File: src/common/wake_pkg.sv
package wake_pkg;

   // Register byte offsets on the AHB-Lite slave
   localparam logic [11:0] INT_STATUS_OFS = 12'h058;
   localparam logic [11:0] INT_ENABLE_OFS = 12'h05C;
   localparam logic [11:0] INT_CLEAR_OFS = 12'h060;
   localparam logic [11:0] HW_CONFIG_OFS = 12'h074;
   localparam logic [11:0] PMC_OFS = 12'h084;
   localparam logic [11:0] RESET_CONTROL_OFS = 12'h1F8;

   // Field positions of power_mgmt_control
   localparam int PMC_READY_BIT = 0;
   localparam int PMC_PIN_EN_BIT = 1;
   localparam int PMC_POL_BIT = 2;
   localparam int PMC_PULSE_BIT = 3;
   localparam int PMC_STS_BIT = 5;
   localparam int PMC_TYPE_BIT = 6;
   localparam int PMC_FRAME_EN_BIT = 9;

   // Field positions of the other registers
   localparam int HWCFG_SOFT_RST_BIT = 0;
   localparam int HWCFG_READY_BIT = 27;
   localparam int RSTCTL_DIGITAL_BIT = 0;
   localparam int INT_READY_BIT = 0;
   localparam int INT_WAKE_BIT = 1;
   localparam int INT_W = 2;

   // Reset values
   localparam logic [31:0] PMC_RESET = 32'h0000_0000;
   localparam logic [INT_W-1:0] INT_RESET = 2'h0;

   // Timing
   localparam int CLK_HZ = 25_000_000;
   localparam int PULSE_MS = 50;
   localparam int PULSE_CYCLES = PULSE_MS * (CLK_HZ / 1000);
   localparam int STABLE_US = 20;
   localparam int STABLE_CYCLES = STABLE_US * (CLK_HZ / 1_000_000);

   // Ready sequencer states, Gray along hold -> count -> ready
   typedef enum logic [1:0] {
      RS_HOLD = 2'b00,
      RS_COUNT = 2'b01,
      RS_READY = 2'b11
   } ready_state_e;

endpackage : wake_pkg

File: src/rtl/wake_pulse_timer.sv
`timescale 1ns/100ps
module wake_pulse_timer #(
   parameter int CYCLES = wake_pkg::PULSE_CYCLES,
   parameter int CNT_W = 21
) (
   input wire logic hclk,
   input wire logic hresetn,
   input wire logic start,
   input wire logic abort,
   output logic busy
);

   initial
   begin
      if (CYCLES < 1 || CYCLES >= (1 << CNT_W))
         $error("wake_pulse_timer: CYCLES does not fit CNT_W");
   end

   logic [CNT_W-1:0] count_r;

   ////////////////////////////////////////////////////////////////////////
   // Down counter; busy is high for exactly CYCLES cycles after start
   always_ff @(posedge hclk or negedge hresetn)
   begin
      if (!hresetn)
         count_r <= '0;
      else if (abort)
         count_r <= '0;
      else if (start)
         count_r <= CNT_W'(CYCLES);
      else if (count_r != '0)
         count_r <= count_r - 1'b1;
   end

   assign busy = (count_r != '0);

endmodule : wake_pulse_timer

File: src/rtl/ready_sequencer.sv
`timescale 1ns/100ps
module ready_sequencer #(
   parameter int CYCLES = wake_pkg::STABLE_CYCLES,
   parameter int CNT_W = 12
) (
   input wire logic hclk,
   input wire logic hresetn,
   input wire logic restart,
   output logic ready
);

   initial
   begin
      if (CYCLES < 1 || CYCLES >= (1 << CNT_W))
         $error("ready_sequencer: CYCLES does not fit CNT_W");
   end

   wake_pkg::ready_state_e state_r;
   logic [CNT_W-1:0] count_r;

   ////////////////////////////////////////////////////////////////////////
   // Hold, then wait out the settling time, then report ready
   always_ff @(posedge hclk or negedge hresetn)
   begin
      if (!hresetn)
      begin
         state_r <= wake_pkg::RS_HOLD;
         count_r <= '0;
      end
      else if (restart)
      begin
         state_r <= wake_pkg::RS_HOLD;
         count_r <= '0;
      end
      else
      begin
         unique case (state_r)
            wake_pkg::RS_HOLD:
            begin
               state_r <= wake_pkg::RS_COUNT;
               count_r <= CNT_W'(CYCLES);
            end
            wake_pkg::RS_COUNT:
            begin
               if (count_r == CNT_W'(1))
                  state_r <= wake_pkg::RS_READY;
               count_r <= count_r - 1'b1;
            end
            wake_pkg::RS_READY:
               count_r <= '0;
            default:
               state_r <= wake_pkg::RS_HOLD;
         endcase
      end
   end

   assign ready = (state_r == wake_pkg::RS_READY);

endmodule : ready_sequencer

File: src/rtl/wake_event_output_control.sv
`timescale 1ns/100ps

// Operation
// - Drive-type bit 6 zero gives open-drain wake pin, one gives push-pull.
// - Open-drain mode ignores polarity and always drives active low.
// - Polarity bit 2: one is active high, zero is active low.
// - Bit 3 one pulses wake output for 50 ms, zero holds it active.
// - Clearing wake-frame status or its enable deasserts the wake output.
// - Pin enable bit 1 gates the wake output pin.
// - Pin enable does not affect the wake interrupt status bit.
// - Status bit 5 set by wake frame or magic packet; write one clears.
// - Status clears only after the host MAC source event is cleared too.
// - Ready bit 0 zero after any reset, one once device is stable.
// - Ready bit can raise a host interrupt when enabled.
// - Ready bit always equals bit 27 of hardware config register.
// - Soft reset keeps drive type and polarity, resets other control bits.
// - Enabled wake frame drives pin per indication mode and sets interrupt.
module wake_event_output_control #(
   parameter int PULSE_CYCLES = wake_pkg::PULSE_CYCLES,
   parameter int PULSE_CNT_W = 21,
   parameter int STABLE_CYCLES = wake_pkg::STABLE_CYCLES
) (
   input wire logic hclk,
   input wire logic hresetn,
   input wire logic hsel,
   input wire logic [31:0] haddr,
   input wire logic [1:0] htrans,
   input wire logic hwrite,
   input wire logic [2:0] hsize,
   input wire logic [31:0] hwdata,
   input wire logic hready,
   output logic hreadyout,
   output logic hresp,
   output logic [31:0] hrdata,
   input wire logic wake_frame_source,
   output logic wake_event_output_o,
   output logic wake_event_output_oe,
   output logic irq
);

   initial
   begin
      if (PULSE_CYCLES < 1 || STABLE_CYCLES < 1)
         $error("wake_event_output_control: cycle counts must be at least one");
   end

   ////////////////////////////////////////////////////////////////////////
   // Declarations

   localparam int INT_W_L = wake_pkg::INT_W;

   logic addr_phase;
   logic wr_pend_r;
   logic [11:0] wr_addr_r;
   logic wr_pmc;
   logic wr_int_en;
   logic wr_int_clr;
   logic soft_reset;
   logic digital_reset;
   logic sys_clear;
   logic [31:0] rd_data;

   logic drive_type_r;
   logic polarity_r;
   logic pulse_sel_r;
   logic pin_en_r;
   logic frame_en_r;
   logic frame_sts_r;
   logic frame_sts_nxt;

   logic ready;
   logic ready_d_r;
   logic [INT_W_L-1:0] interrupt_status_reg_r;
   logic [INT_W_L-1:0] interrupt_status_reg_nxt;
   logic [INT_W_L-1:0] int_en_r;
   logic [INT_W_L-1:0] int_set;

   logic wake_cond;
   logic wake_cond_d_r;
   logic wake_rise;
   logic pulse_busy;
   logic indicate;
   logic pin_o_nxt;
   logic pin_oe_nxt;

   ////////////////////////////////////////////////////////////////////////
   // AHB-Lite slave: zero wait states, always OKAY

   // A transfer is taken when selected, non-idle and the bus is ready
   assign addr_phase = hsel && htrans[1] && hready;

   // Writes are held until the data phase, where hwdata is valid
   always_ff @(posedge hclk or negedge hresetn)
   begin
      if (!hresetn)
      begin
         wr_pend_r <= 1'b0;
         wr_addr_r <= 12'h000;
      end
      else if (hready)
      begin
         wr_pend_r <= addr_phase && hwrite;
         wr_addr_r <= haddr[11:0];
      end
   end

   // Only whole-word writes are expected; narrower sizes still act on the word
   assign wr_pmc = wr_pend_r && (wr_addr_r == wake_pkg::PMC_OFS);
   assign wr_int_en = wr_pend_r && (wr_addr_r == wake_pkg::INT_ENABLE_OFS);
   assign wr_int_clr = wr_pend_r && (wr_addr_r == wake_pkg::INT_CLEAR_OFS);
   assign soft_reset = wr_pend_r && (wr_addr_r == wake_pkg::HW_CONFIG_OFS)
                       && hwdata[wake_pkg::HWCFG_SOFT_RST_BIT];
   assign digital_reset = wr_pend_r && (wr_addr_r == wake_pkg::RESET_CONTROL_OFS)
                          && hwdata[wake_pkg::RSTCTL_DIGITAL_BIT];
   assign sys_clear = soft_reset || digital_reset;

   // Read mux; unmapped and write-only addresses read zero
   always_comb
   begin
      rd_data = 32'h0000_0000;
      unique case (haddr[11:0])
         wake_pkg::PMC_OFS:
         begin
            rd_data[wake_pkg::PMC_READY_BIT] = ready;
            rd_data[wake_pkg::PMC_PIN_EN_BIT] = pin_en_r;
            rd_data[wake_pkg::PMC_POL_BIT] = polarity_r;
            rd_data[wake_pkg::PMC_PULSE_BIT] = pulse_sel_r;
            rd_data[wake_pkg::PMC_STS_BIT] = frame_sts_r;
            rd_data[wake_pkg::PMC_TYPE_BIT] = drive_type_r;
            rd_data[wake_pkg::PMC_FRAME_EN_BIT] = frame_en_r;
         end
         wake_pkg::HW_CONFIG_OFS:
            rd_data[wake_pkg::HWCFG_READY_BIT] = ready;
         wake_pkg::INT_STATUS_OFS:
            rd_data[INT_W_L-1:0] = interrupt_status_reg_r;
         wake_pkg::INT_ENABLE_OFS:
            rd_data[INT_W_L-1:0] = int_en_r;
         default:
            rd_data = 32'h0000_0000;
      endcase
   end

   // Read data is captured at the address phase edge and stands in the data phase
   always_ff @(posedge hclk or negedge hresetn)
   begin
      if (!hresetn)
         hrdata <= 32'h0000_0000;
      else if (addr_phase && !hwrite)
         hrdata <= rd_data;
   end

   // No wait states and no error responses; both flops settle after reset
   always_ff @(posedge hclk or negedge hresetn)
   begin
      if (!hresetn)
      begin
         hreadyout <= 1'b0;
         hresp <= 1'b0;
      end
      else
      begin
         hreadyout <= 1'b1;
         hresp <= 1'b0;
      end
   end

   ////////////////////////////////////////////////////////////////////////
   // Power management control fields

   // Drive type and polarity survive a soft reset, but not a digital reset
   always_ff @(posedge hclk or negedge hresetn)
   begin
      if (!hresetn)
      begin
         drive_type_r <= wake_pkg::PMC_RESET[wake_pkg::PMC_TYPE_BIT];
         polarity_r <= wake_pkg::PMC_RESET[wake_pkg::PMC_POL_BIT];
      end
      else if (digital_reset)
      begin
         drive_type_r <= wake_pkg::PMC_RESET[wake_pkg::PMC_TYPE_BIT];
         polarity_r <= wake_pkg::PMC_RESET[wake_pkg::PMC_POL_BIT];
      end
      else if (wr_pmc)
      begin
         drive_type_r <= hwdata[wake_pkg::PMC_TYPE_BIT];
         polarity_r <= hwdata[wake_pkg::PMC_POL_BIT];
      end
   end

   // Ordinary control bits go back to defaults on either soft or digital reset
   always_ff @(posedge hclk or negedge hresetn)
   begin
      if (!hresetn)
      begin
         pulse_sel_r <= wake_pkg::PMC_RESET[wake_pkg::PMC_PULSE_BIT];
         pin_en_r <= wake_pkg::PMC_RESET[wake_pkg::PMC_PIN_EN_BIT];
         frame_en_r <= wake_pkg::PMC_RESET[wake_pkg::PMC_FRAME_EN_BIT];
      end
      else if (sys_clear)
      begin
         pulse_sel_r <= wake_pkg::PMC_RESET[wake_pkg::PMC_PULSE_BIT];
         pin_en_r <= wake_pkg::PMC_RESET[wake_pkg::PMC_PIN_EN_BIT];
         frame_en_r <= wake_pkg::PMC_RESET[wake_pkg::PMC_FRAME_EN_BIT];
      end
      else if (wr_pmc)
      begin
         pulse_sel_r <= hwdata[wake_pkg::PMC_PULSE_BIT];
         pin_en_r <= hwdata[wake_pkg::PMC_PIN_EN_BIT];
         frame_en_r <= hwdata[wake_pkg::PMC_FRAME_EN_BIT];
      end
   end

   // Wake-frame status: the source level sets it, and while the MAC still
   // holds the event a write-one-clear cannot take it down
   always_comb
   begin
      frame_sts_nxt = frame_sts_r;
      if (wr_pmc && hwdata[wake_pkg::PMC_STS_BIT])
         frame_sts_nxt = 1'b0;
      if (sys_clear)
         frame_sts_nxt = 1'b0;
      if (wake_frame_source)
         frame_sts_nxt = 1'b1;
   end

   always_ff @(posedge hclk or negedge hresetn)
   begin
      if (!hresetn)
         frame_sts_r <= wake_pkg::PMC_RESET[wake_pkg::PMC_STS_BIT];
      else
         frame_sts_r <= frame_sts_nxt;
   end

   ////////////////////////////////////////////////////////////////////////
   // Device ready

   // Any reset source restarts the settling count, so ready reads zero
   ready_sequencer #(
      .CYCLES(STABLE_CYCLES),
      .CNT_W(12)
   ) u_ready (
      .hclk(hclk),
      .hresetn(hresetn),
      .restart(sys_clear),
      .ready(ready)
   );

   // Ready edge detector for the interrupt source
   always_ff @(posedge hclk or negedge hresetn)
   begin
      if (!hresetn)
         ready_d_r <= 1'b0;
      else
         ready_d_r <= ready;
   end

   ////////////////////////////////////////////////////////////////////////
   // Interrupt status, enable and clear

   // A wake event qualifies on its frame enable alone, never on the pin enable
   assign wake_cond = frame_sts_r && frame_en_r;
   assign wake_rise = wake_cond && !wake_cond_d_r;

   always_comb
   begin
      int_set = '0;
      int_set[wake_pkg::INT_READY_BIT] = ready && !ready_d_r;
      int_set[wake_pkg::INT_WAKE_BIT] = wake_rise;
   end

   // Set wins over a clear arriving in the same cycle
   always_comb
   begin
      interrupt_status_reg_nxt = interrupt_status_reg_r;
      if (wr_int_clr)
         interrupt_status_reg_nxt = interrupt_status_reg_r & ~hwdata[INT_W_L-1:0];
      if (sys_clear)
         interrupt_status_reg_nxt = '0;
      interrupt_status_reg_nxt = interrupt_status_reg_nxt | int_set;
   end

   always_ff @(posedge hclk or negedge hresetn)
   begin
      if (!hresetn)
         interrupt_status_reg_r <= wake_pkg::INT_RESET;
      else
         interrupt_status_reg_r <= interrupt_status_reg_nxt;
   end

   always_ff @(posedge hclk or negedge hresetn)
   begin
      if (!hresetn)
         int_en_r <= wake_pkg::INT_RESET;
      else if (sys_clear)
         int_en_r <= wake_pkg::INT_RESET;
      else if (wr_int_en)
         int_en_r <= hwdata[INT_W_L-1:0];
   end

   // Level interrupt, registered from the next-state so it tracks status
   always_ff @(posedge hclk or negedge hresetn)
   begin
      if (!hresetn)
         irq <= 1'b0;
      else
         irq <= |(interrupt_status_reg_nxt & int_en_r);
   end

   ////////////////////////////////////////////////////////////////////////
   // Wake indication and pin driver

   always_ff @(posedge hclk or negedge hresetn)
   begin
      if (!hresetn)
         wake_cond_d_r <= 1'b0;
      else
         wake_cond_d_r <= wake_cond;
   end

   // Pulse timer restarts on each new event, and is dropped as soon as the
   // status or its enable goes away
   wake_pulse_timer #(
      .CYCLES(PULSE_CYCLES),
      .CNT_W(PULSE_CNT_W)
   ) u_pulse (
      .hclk(hclk),
      .hresetn(hresetn),
      .start(wake_rise),
      .abort(!wake_cond),
      .busy(pulse_busy)
   );

   // Pulsed or static indication, gated by the pin enable
   assign indicate = pin_en_r && (pulse_sel_r ? pulse_busy : wake_cond);

   // Open-drain pulls low only while active; push-pull always drives,
   // with the polarity bit choosing the active level
   always_comb
   begin
      if (!drive_type_r)
      begin
         pin_o_nxt = 1'b0;
         pin_oe_nxt = indicate;
      end
      else
      begin
         pin_o_nxt = polarity_r ? indicate : !indicate;
         pin_oe_nxt = 1'b1;
      end
   end

   always_ff @(posedge hclk or negedge hresetn)
   begin
      if (!hresetn)
      begin
         wake_event_output_o <= 1'b0;
         wake_event_output_oe <= 1'b0;
      end
      else
      begin
         wake_event_output_o <= pin_o_nxt;
         wake_event_output_oe <= pin_oe_nxt;
      end
   end

endmodule : wake_event_output_control

File: config.mk
export PLATFORM = sky130hd
export DESIGN_NAME = wake_event_output_control
export DESIGN_NICKNAME = d
export VERILOG_FILES = /design/src/common/wake_pkg.sv /design/src/rtl/wake_pulse_timer.sv /design/src/rtl/ready_sequencer.sv /design/src/rtl/wake_event_output_control.sv
export SDC_FILE = /design/constraint.sdc
export NUM_CORES = 1
export LEC_CHECK = 0
export ABC_AREA = 0
export BUFFER_PORTS_ARGS = -buffer_cell sky130_fd_sc_hd__buf_2
export CAP_MARGIN = 10
export CORE_ASPECT_RATIO = 0.75
export CORE_MARGIN = 4
export CORE_UTILIZATION = 45
export CTS_BUF_LIST = sky130_fd_sc_hd__clkbuf_16
export DETAILED_ROUTE_END_ITERATION = 8
export PLACE_DENSITY = 0.71
export SYNTH_ARGS = -nofsm -noshare
export SYNTH_HDL_FRONTEND = slang
export SYNTH_SLANG_ARGS = --single-unit
File: constraint.sdc
create_clock -name hclk -period 3.1 [get_ports hclk]
set_clock_uncertainty 0.1 [all_clocks]
set_input_delay 0.155 -clock hclk [delete_from_list [all_inputs] [get_ports hclk]]
set_output_delay 0.155 -clock hclk [all_outputs]
set_load 0.05 [all_outputs]
# Word level (Yosys, flattened, before mapping)

Index checks and enable logic that the tools add are counted.

Flip-flop bits (word level): 72
Latch bits: 0
RAM bits: 0
Memory bits (read-only): 0
Input port bits: 75
Memories: 0

$add $sub $neg: 2
Multiply operators: 0
Divide/modulo/power cells: 0
Magnitude comparators: 0
Eq/ne operators: 15
Shift-type cells: 0
Muxes and demuxes: 34
Bitwise logic cells: 4
Reduce and logical (&&, ||, !) cells: 30

Operators by type and width:

| kind                    | count |
|---|---|
| $eq A12 B7 Y1 const B   | 6 |
| $mux W21                | 3 |
| $pmux W12 S3            | 1 |
| $eq A12 B8 Y1 const B   | 2 |
| $reduce_bool A21 Y1     | 1 |
| $sub A21 B1 Y21 const B | 1 |
| $mux W1                 | 19 |
| $logic_and A1 B1 Y1     | 16 |
| $mux W2                 | 8 |
| $eq A12 B1 Y1 const B   | 1 |
| $eq A12 B9 Y1 const B   | 1 |
| $mux W12                | 1 |
| $pmux W2 S3             | 2 |
| $sub A12 B1 Y12 const B | 1 |
| $reduce_bool A2 Y1      | 3 |
| $and A2 B2 Y2           | 2 |
| $logic_not A1 Y1        | 4 |
| $reduce_bool A4 Y1      | 1 |
| $ne A3 B1 Y1 const B    | 1 |
| $ne A3 B2 Y1 const B    | 1 |
| $reduce_bool A3 Y1      | 1 |
| $eq A2 B1 Y1 const B    | 1 |
| $eq A2 B2 Y1 const B    | 1 |
| $logic_not A2 Y1        | 1 |
| other kinds (6)         | 6 |

# Longest topological paths before layout

Depth in word-level cells: 8
Depth in mapped cells: 8
Gate-level depth less buffers: 7

# Hierarchy

From an unflattened synthesis, not the netlist that was laid out.

Cell total of the unflattened synthesis: 399
Area, all modules: 3978.8 µm²

By module, submodules not included:

| module                    | times used | cells each | area an instance (µm²) | seq. area each (µm²) |
|---|---|---|---|---|
| wake_event_output_control | 1          | 163        | 1844.3                 | 925.9 |
| wake_pulse_timer          | 1          | 143        | 1290.0                 | 525.5 |
| ready_sequencer           | 1          | 93         | 844.6                  | 350.3 |

# Worst setup path before layout

Ideal clock, no wire load.

Kind: reg-to-reg
Start: register wr_addr_r[9]
End: register interrupt_status_reg_r[0]
Library setup time: 120 ps
Arrival time: 1958 ps
Path slack: 923 ps
Cell stages (with the launch flop): 5
Clock period less this slack: 2177 ps
Path through: dfrtp_1 -> or4b_4 -> or4_4 -> or3_1 -> a31o_1

Longest elaborated chain between the ends: 6
Elaborated cells on any way between the ends: 12

RTL lines:

| what                                           | RTL line                                                           | source |
|---|---|---|
| start: declaration                             | wake_event_output_control.sv:54                                    | `logic [11:0] wr_addr_r;` |
| start signal: assignment                       | wake_event_output_control.sv:103                                   | `wr_addr_r <= haddr[11:0];` |
| $eq A12 B7 Y1 or $eq A12 B9 Y1 (tied branches) | wake_event_output_control.sv:111, wake_event_output_control.sv:113 |  |
| $logic_and A1 B1 Y1 (on tied branches)         | wake_event_output_control.sv:111, wake_event_output_control.sv:113 |  |
| $logic_and A1 B1 Y1 (on tied branches)         | wake_event_output_control.sv:112, wake_event_output_control.sv:114 |  |
| $logic_or A1 B1 Y1                             | wake_event_output_control.sv:115                                   | `assign sys_clear = soft_reset \|\| digital_reset;` |
| $mux W2 (*)                                    | wake_event_output_control.sv:277                                   | `if (sys_clear)` |
| $or A2 B2 Y2 (*)                               | wake_event_output_control.sv:279                                   | `interrupt_status_reg_nxt = interrupt_status_reg_nxt \| int_set;` |
| via interrupt_status_reg_nxt[0]                | wake_event_output_control.sv:74                                    | `logic [INT_W_L-1:0] interrupt_status_reg_nxt;` |
| end signal: assignment                         | wake_event_output_control.sv:285                                   | `interrupt_status_reg_r <= wake_pkg::INT_RESET;` |
| end signal: assignment                         | wake_event_output_control.sv:287                                   | `interrupt_status_reg_r <= interrupt_status_reg_nxt;` |
| end: declaration                               | wake_event_output_control.sv:73                                    | `logic [INT_W_L-1:0] interrupt_status_reg_r;` |

The timed path passes the listed nets; every way through them passes the cells marked *.
A chain may end at the register's enable or synchronous reset.

# Final worst setup path

Start: register wr_addr_r[9]
End: register u_ready.count_r[11]

Longest elaborated chain between the ends: 5
Elaborated cells on any way between the ends: 9

RTL lines:

| what                                                            | RTL line                                                           | source |
|---|---|---|
| $eq A12 B7 Y1 or $eq A12 B9 Y1 (tied branches)                  | wake_event_output_control.sv:111, wake_event_output_control.sv:113 |  |
| $logic_and A1 B1 Y1 (on tied branches)                          | wake_event_output_control.sv:111, wake_event_output_control.sv:113 |  |
| $logic_and A1 B1 Y1 (on tied branches)                          | wake_event_output_control.sv:112, wake_event_output_control.sv:114 |  |
| $logic_or A1 B1 Y1 (*)                                          | wake_event_output_control.sv:115                                   |  |
| $reduce_bool A4 Y1 (no source line) or $mux W12 (tied branches) | n/a                                                                |  |
| end signal: assignment                                          | ready_sequencer.sv:41                                              | `count_r <= CNT_W'(CYCLES);` |
| end signal: assignment                                          | ready_sequencer.sv:47                                              | `count_r <= count_r - 1'b1;` |
| end: declaration                                                | ready_sequencer.sv:19                                              | `logic [CNT_W-1:0] count_r;` |

Mark *: on every way between the ends. The rest lies on a longest branch, timed or not.

==> summary.txt <==
===============================================================================
Status                                                             finished clean
CP Data Required Time                                                   3.23 ns
Post-CTS resize count                                                         0
Ratio of final minimum period to clock period                             78.7%
Mapped cell area                                                       3870 µm²
First-pass GRT wire length                                             14700 µm
Leakage power total                                                     2.01 nW
Number of nets at the end of the flow                                       536
Initial antenna violation count                                               0
Final routed wire length divided by cell count                          15.5 µm
DR vias                                                                    3125
Clock share of power                                                      35.5%
Post-CTS setup buffer count                                                   0
Count of TritonRoute iterations in the first routing pass                     4
Overall routed net length                                               8860 µm
Core Footprint                                                         8420 µm²
Number of hold buffers added after cts                                       16
Slowest stage cell, crit path                                      sky130_fd_sc_hd__or4b_4
Sw power                                                             0.000945 W
Post-synthesis cell type count                                               56
Minimum clock period after layout                                       2.44 ns
Sequence of cells on the critical path                             or4b_4 > or4_4 > nor3_2 > buf_4 > nand3b_1 > a21bo_2
Launching point of the worst reg2reg path                          wr_addr_r[9]
Most common cell after layout, fill and taps aside                 sky130_fd_sc_hd__dfrtp_1
Combinational group share of total power                                  21.3%
RSZ-0062 raised after global routing                                         no
Power per standard cell area                                         670 nW/µm²
Placer congestion estimate                                                0.849
Arrival time reported for the critical path endpoint                    2.57 ns
Cell internal power dissipation                                       0.00209 W
Count of port buffers added during placement                                 37
Vias in the first global route                                             2981
Met3 wirelength from detailed routing                                    506 µm
Headroom to the max-slew limit                                            48.7%
Number of core rows                                                          29
Largest incremental delay on the critical path                          0.56 ns
Reg power frac                                                            43.2%
Number of buffers created by CTS                                              9
Antenna Nets Post-Route                                                       0
GRT Residual Overflow                                                         0
Clock-pin slew on the worst setup and hold paths                        0.06 ns
Total number of clock tree sinks                                             72
Total GRT Usage                                                           18.3%
Share of flip-flops with an asynchronous set or reset                      100%
Element type at the critical path start                               flip-flop
Final count of negative-setup-slack endpoints                                 0
H-tree depth reported by CTS                                                  3
Number of enable-type register cells in the synthesized netlist               0
Count of yosys warnings during synthesis                                      0
Ratio of routed vias to standard cells                                     5.48
Type of destination of the critical path                              flip-flop
Antenna cell count                                                            0
Largest net degree at the start of global routing                            36
Insertion delay to the later sink of the worst-skew pair                0.34 ns
Hold Path Cell Cnt                                                            2
Maxcap violations                                                             0
Number of cells traversed by the worst register-to-register path              6
Min-delay worst type                                                     in2reg
Placed cell area                                                       4060 µm²
Longest Clk Path Bufs                                                         2
Share of layout cells above drive strength 1                              16.5%
Hold path startpoint                                                   haddr[3]
Number of storage elements in the synthesis netlist                          72
Avg Inst Size Synth                                                    9.56 µm²
Worst reg-to-reg setup slack                                            0.66 ns
Root Buffer Master                                                 sky130_fd_sc_hd__clkbuf_16
Post-detailed-placement half-perimeter wirelength                       6090 µm
Fin. Hold Viols                                                               0
Total met2 wirelength after detailed routing                            3980 µm
Post-layout instance area                                              4520 µm²
Detailed-routing wirelength on met1                                     4210 µm
Maximum frequency from static timing analysis                           410 MHz
Number of fill cells in the layout                                          739
Iteration-0 DRC Markers                                                     299
Synth Instances                                                             405
IO Count                                                                    112
Worst vdd ir                                                           0.586 mV
Clock tree from TritonCTS                                                 built
Number of slew-limit violations in the final report                           0
Post-route DRC                                                                0
Seq/Total Area, Yosys                                                     46.5%
Sw Ratio                                                                  31.2%
Commonest register cell after synthesis                            sky130_fd_sc_hd__dfrtp_1
Width of the die                                                         115 µm
End point of the worst hold path                                   wr_addr_r[3]
Full die area                                                         10200 µm²
Peak fanout along the critical path                                          20
Starting utilization of the core area                                     46.0%
Category of the most critical setup path                                reg2reg
Commonest cells after routing, fill and taps aside                 sky130_fd_sc_hd__dfrtp_1 (72), sky130_fd_sc_hd__nor2_1 (37), sky130_fd_sc_hd__buf_2 (37)
Setup Total Neg Slack                                                      0 ns
Capture point of the worst reg-to-reg path                         u_ready.count_r[11]
Area added between synthesis and finish                                   16.8%
Die Span Y                                                              88.3 µm
Highest metal layer with signal wires                                      met4
Slew at the pin closest to its max-slew limit                          0.762 ns
===============================================================================
## state kept, by name, indices dropped and copies added (netlist names), 2 cells and up
name	cells
interrupt_status_reg_r	2
u_ready.count_r	12
hrdata	8
wr_addr_r	12
u_ready.state_r	2
u_pulse.count_r	21
int_en_r	2
## cell families after synthesis
logic type / count (synthesis) / share of synthesized area [%]
muxes: 17 / 4.75
DFF: 72 / 46.5
adders and majority gates: 4 / 1.29
xor gates and xnor gates: 9 / 2.04
and+or+nand+nor: 160 / 22.7
other: 2 / 0.194
buffers and inverters: 55 / 8.14
AOI/OAI and AO/OA: 86 / 14.3
## per-stage QoR
stage / cells / hold WS, ns / total power, W / setup slack [ns] / util, %
global placement: 538 / -0.0315 / 0.00192 / 0.718 / 48.2
detailed placement: 538 / -0.0254 / 0.00194 / 0.677 / 48.2
floorplan: 429 / -0.241 / 0.00180 / 0.923 / -
global route: 570 / 0.00786 / 0.00321 / 0.579 / 53.7
finish: 570 / 0.00380 / 0.00303 / 0.660 / 53.7
CTS: 570 / 0.00283 / 0.00303 / 0.662 / 53.7
## critical path, delay by kind of cell (launching register included)
kind                   cells  cell delay [ns]
AND/OR/NAND/NOR            4             1.34
buffers and inverters      1             0.28
flip-flops                 1             0.40
AO/OA/AOI/OAI              1             0.21
## synthesized netlist by cell type, types with 2 or more instances
cell type	number	area share, %
sky130_fd_sc_hd__dfrtp_1	72	47
sky130_fd_sc_hd__nor2_1	37	3.6
sky130_fd_sc_hd__nand2_1	35	3.4
sky130_fd_sc_hd__buf_4	27	5.2
sky130_fd_sc_hd__a21oi_1	25	3.2
sky130_fd_sc_hd__o21ai_0	18	2.3
sky130_fd_sc_hd__inv_1	14	1.4
sky130_fd_sc_hd__nor3_1	13	1.7
sky130_fd_sc_hd__clkbuf_1	11	1.1
sky130_fd_sc_hd__mux2_2	11	3.2
sky130_fd_sc_hd__nor4_1	9	1.5
sky130_fd_sc_hd__or4_1	9	1.7
sky130_fd_sc_hd__xnor2_1	8	1.8
sky130_fd_sc_hd__o31ai_1	7	1.4
sky130_fd_sc_hd__a22oi_1	6	1.2
sky130_fd_sc_hd__a31oi_1	6	0.97
sky130_fd_sc_hd__mux2i_1	6	1.6
sky130_fd_sc_hd__nand2b_1	6	0.97
sky130_fd_sc_hd__nand3_1	6	0.78
sky130_fd_sc_hd__a22o_1	5	1.1
sky130_fd_sc_hd__nand4_1	5	0.81
sky130_fd_sc_hd__nor2b_1	5	0.81
sky130_fd_sc_hd__nor3b_1	5	0.97
sky130_fd_sc_hd__ha_1	4	1.3
sky130_fd_sc_hd__or3_1	4	0.65
sky130_fd_sc_hd__and3_1	3	0.48
sky130_fd_sc_hd__nand3b_1	3	0.58
sky130_fd_sc_hd__nor3_2	3	0.78
sky130_fd_sc_hd__nor4b_1	3	0.68
sky130_fd_sc_hd__o22ai_1	3	0.48
sky130_fd_sc_hd__a211oi_1	2	0.39
sky130_fd_sc_hd__a21o_1	2	0.39
sky130_fd_sc_hd__a31o_2	2	0.45
sky130_fd_sc_hd__a41o_1	2	0.52
sky130_fd_sc_hd__and2_1	2	0.32
sky130_fd_sc_hd__buf_1	2	0.19
sky130_fd_sc_hd__conb_1	2	0.19
sky130_fd_sc_hd__nand4b_1	2	0.45
sky130_fd_sc_hd__nor4bb_1	2	0.52
sky130_fd_sc_hd__o31a_1	2	0.45
## power by group through the flow
| stage | sequential [W] | clock, W | combinational (W) |
|---|---|---|---|
| after detailed placement | 0.00132 | 0 | 0.000622 |
| after global routing | 0.00134 | 0.00113 | 0.000738 |
| after global placement | 0.00131 | 0 | 0.000608 |
| after CTS | 0.00131 | 0.00108 | 0.000646 |
| after floorplan | 0.00127 | 0 | 0.000526 |
| final | 0.00131 | 0.00108 | 0.000644 |
## worst max-delay path by stage
stage	startpoint	to	slack (ns)	cells past startpoint
floorplan	wr_addr_r[9]	interrupt_status_reg_r[0]	0.92	4
global placement	wr_addr_r[9]	u_ready.count_r[11]	0.72	6
detailed placement	wr_addr_r[9]	u_ready.count_r[11]	0.68	6
CTS	wr_addr_r[9]	u_ready.count_r[11]	0.66	6
global route	wr_addr_r[9]	u_ready.count_r[11]	0.58	6
finish	wr_addr_r[9]	u_ready.count_r[11]	0.66	6
## layout make-up
type                       instances  area, µm²  area share, %
tap                              108        135           2.99
inverter                          14       52.6           1.16
clock buffer                       9        225           4.98
clock inverter                     7       80.1           1.77
sequential                        72       1800           39.8
timing repair buffer              58        383           8.47
multi-input combinational        302       1840           40.8
## metal layers
metal	GRT usage [%]	vias up
met5	0	-
met4	5.12	0
met3	6.56	17
met2	26.7	75
met1	25.7	1512
li1	-	1521
Power figures use the tool's default switching activity.
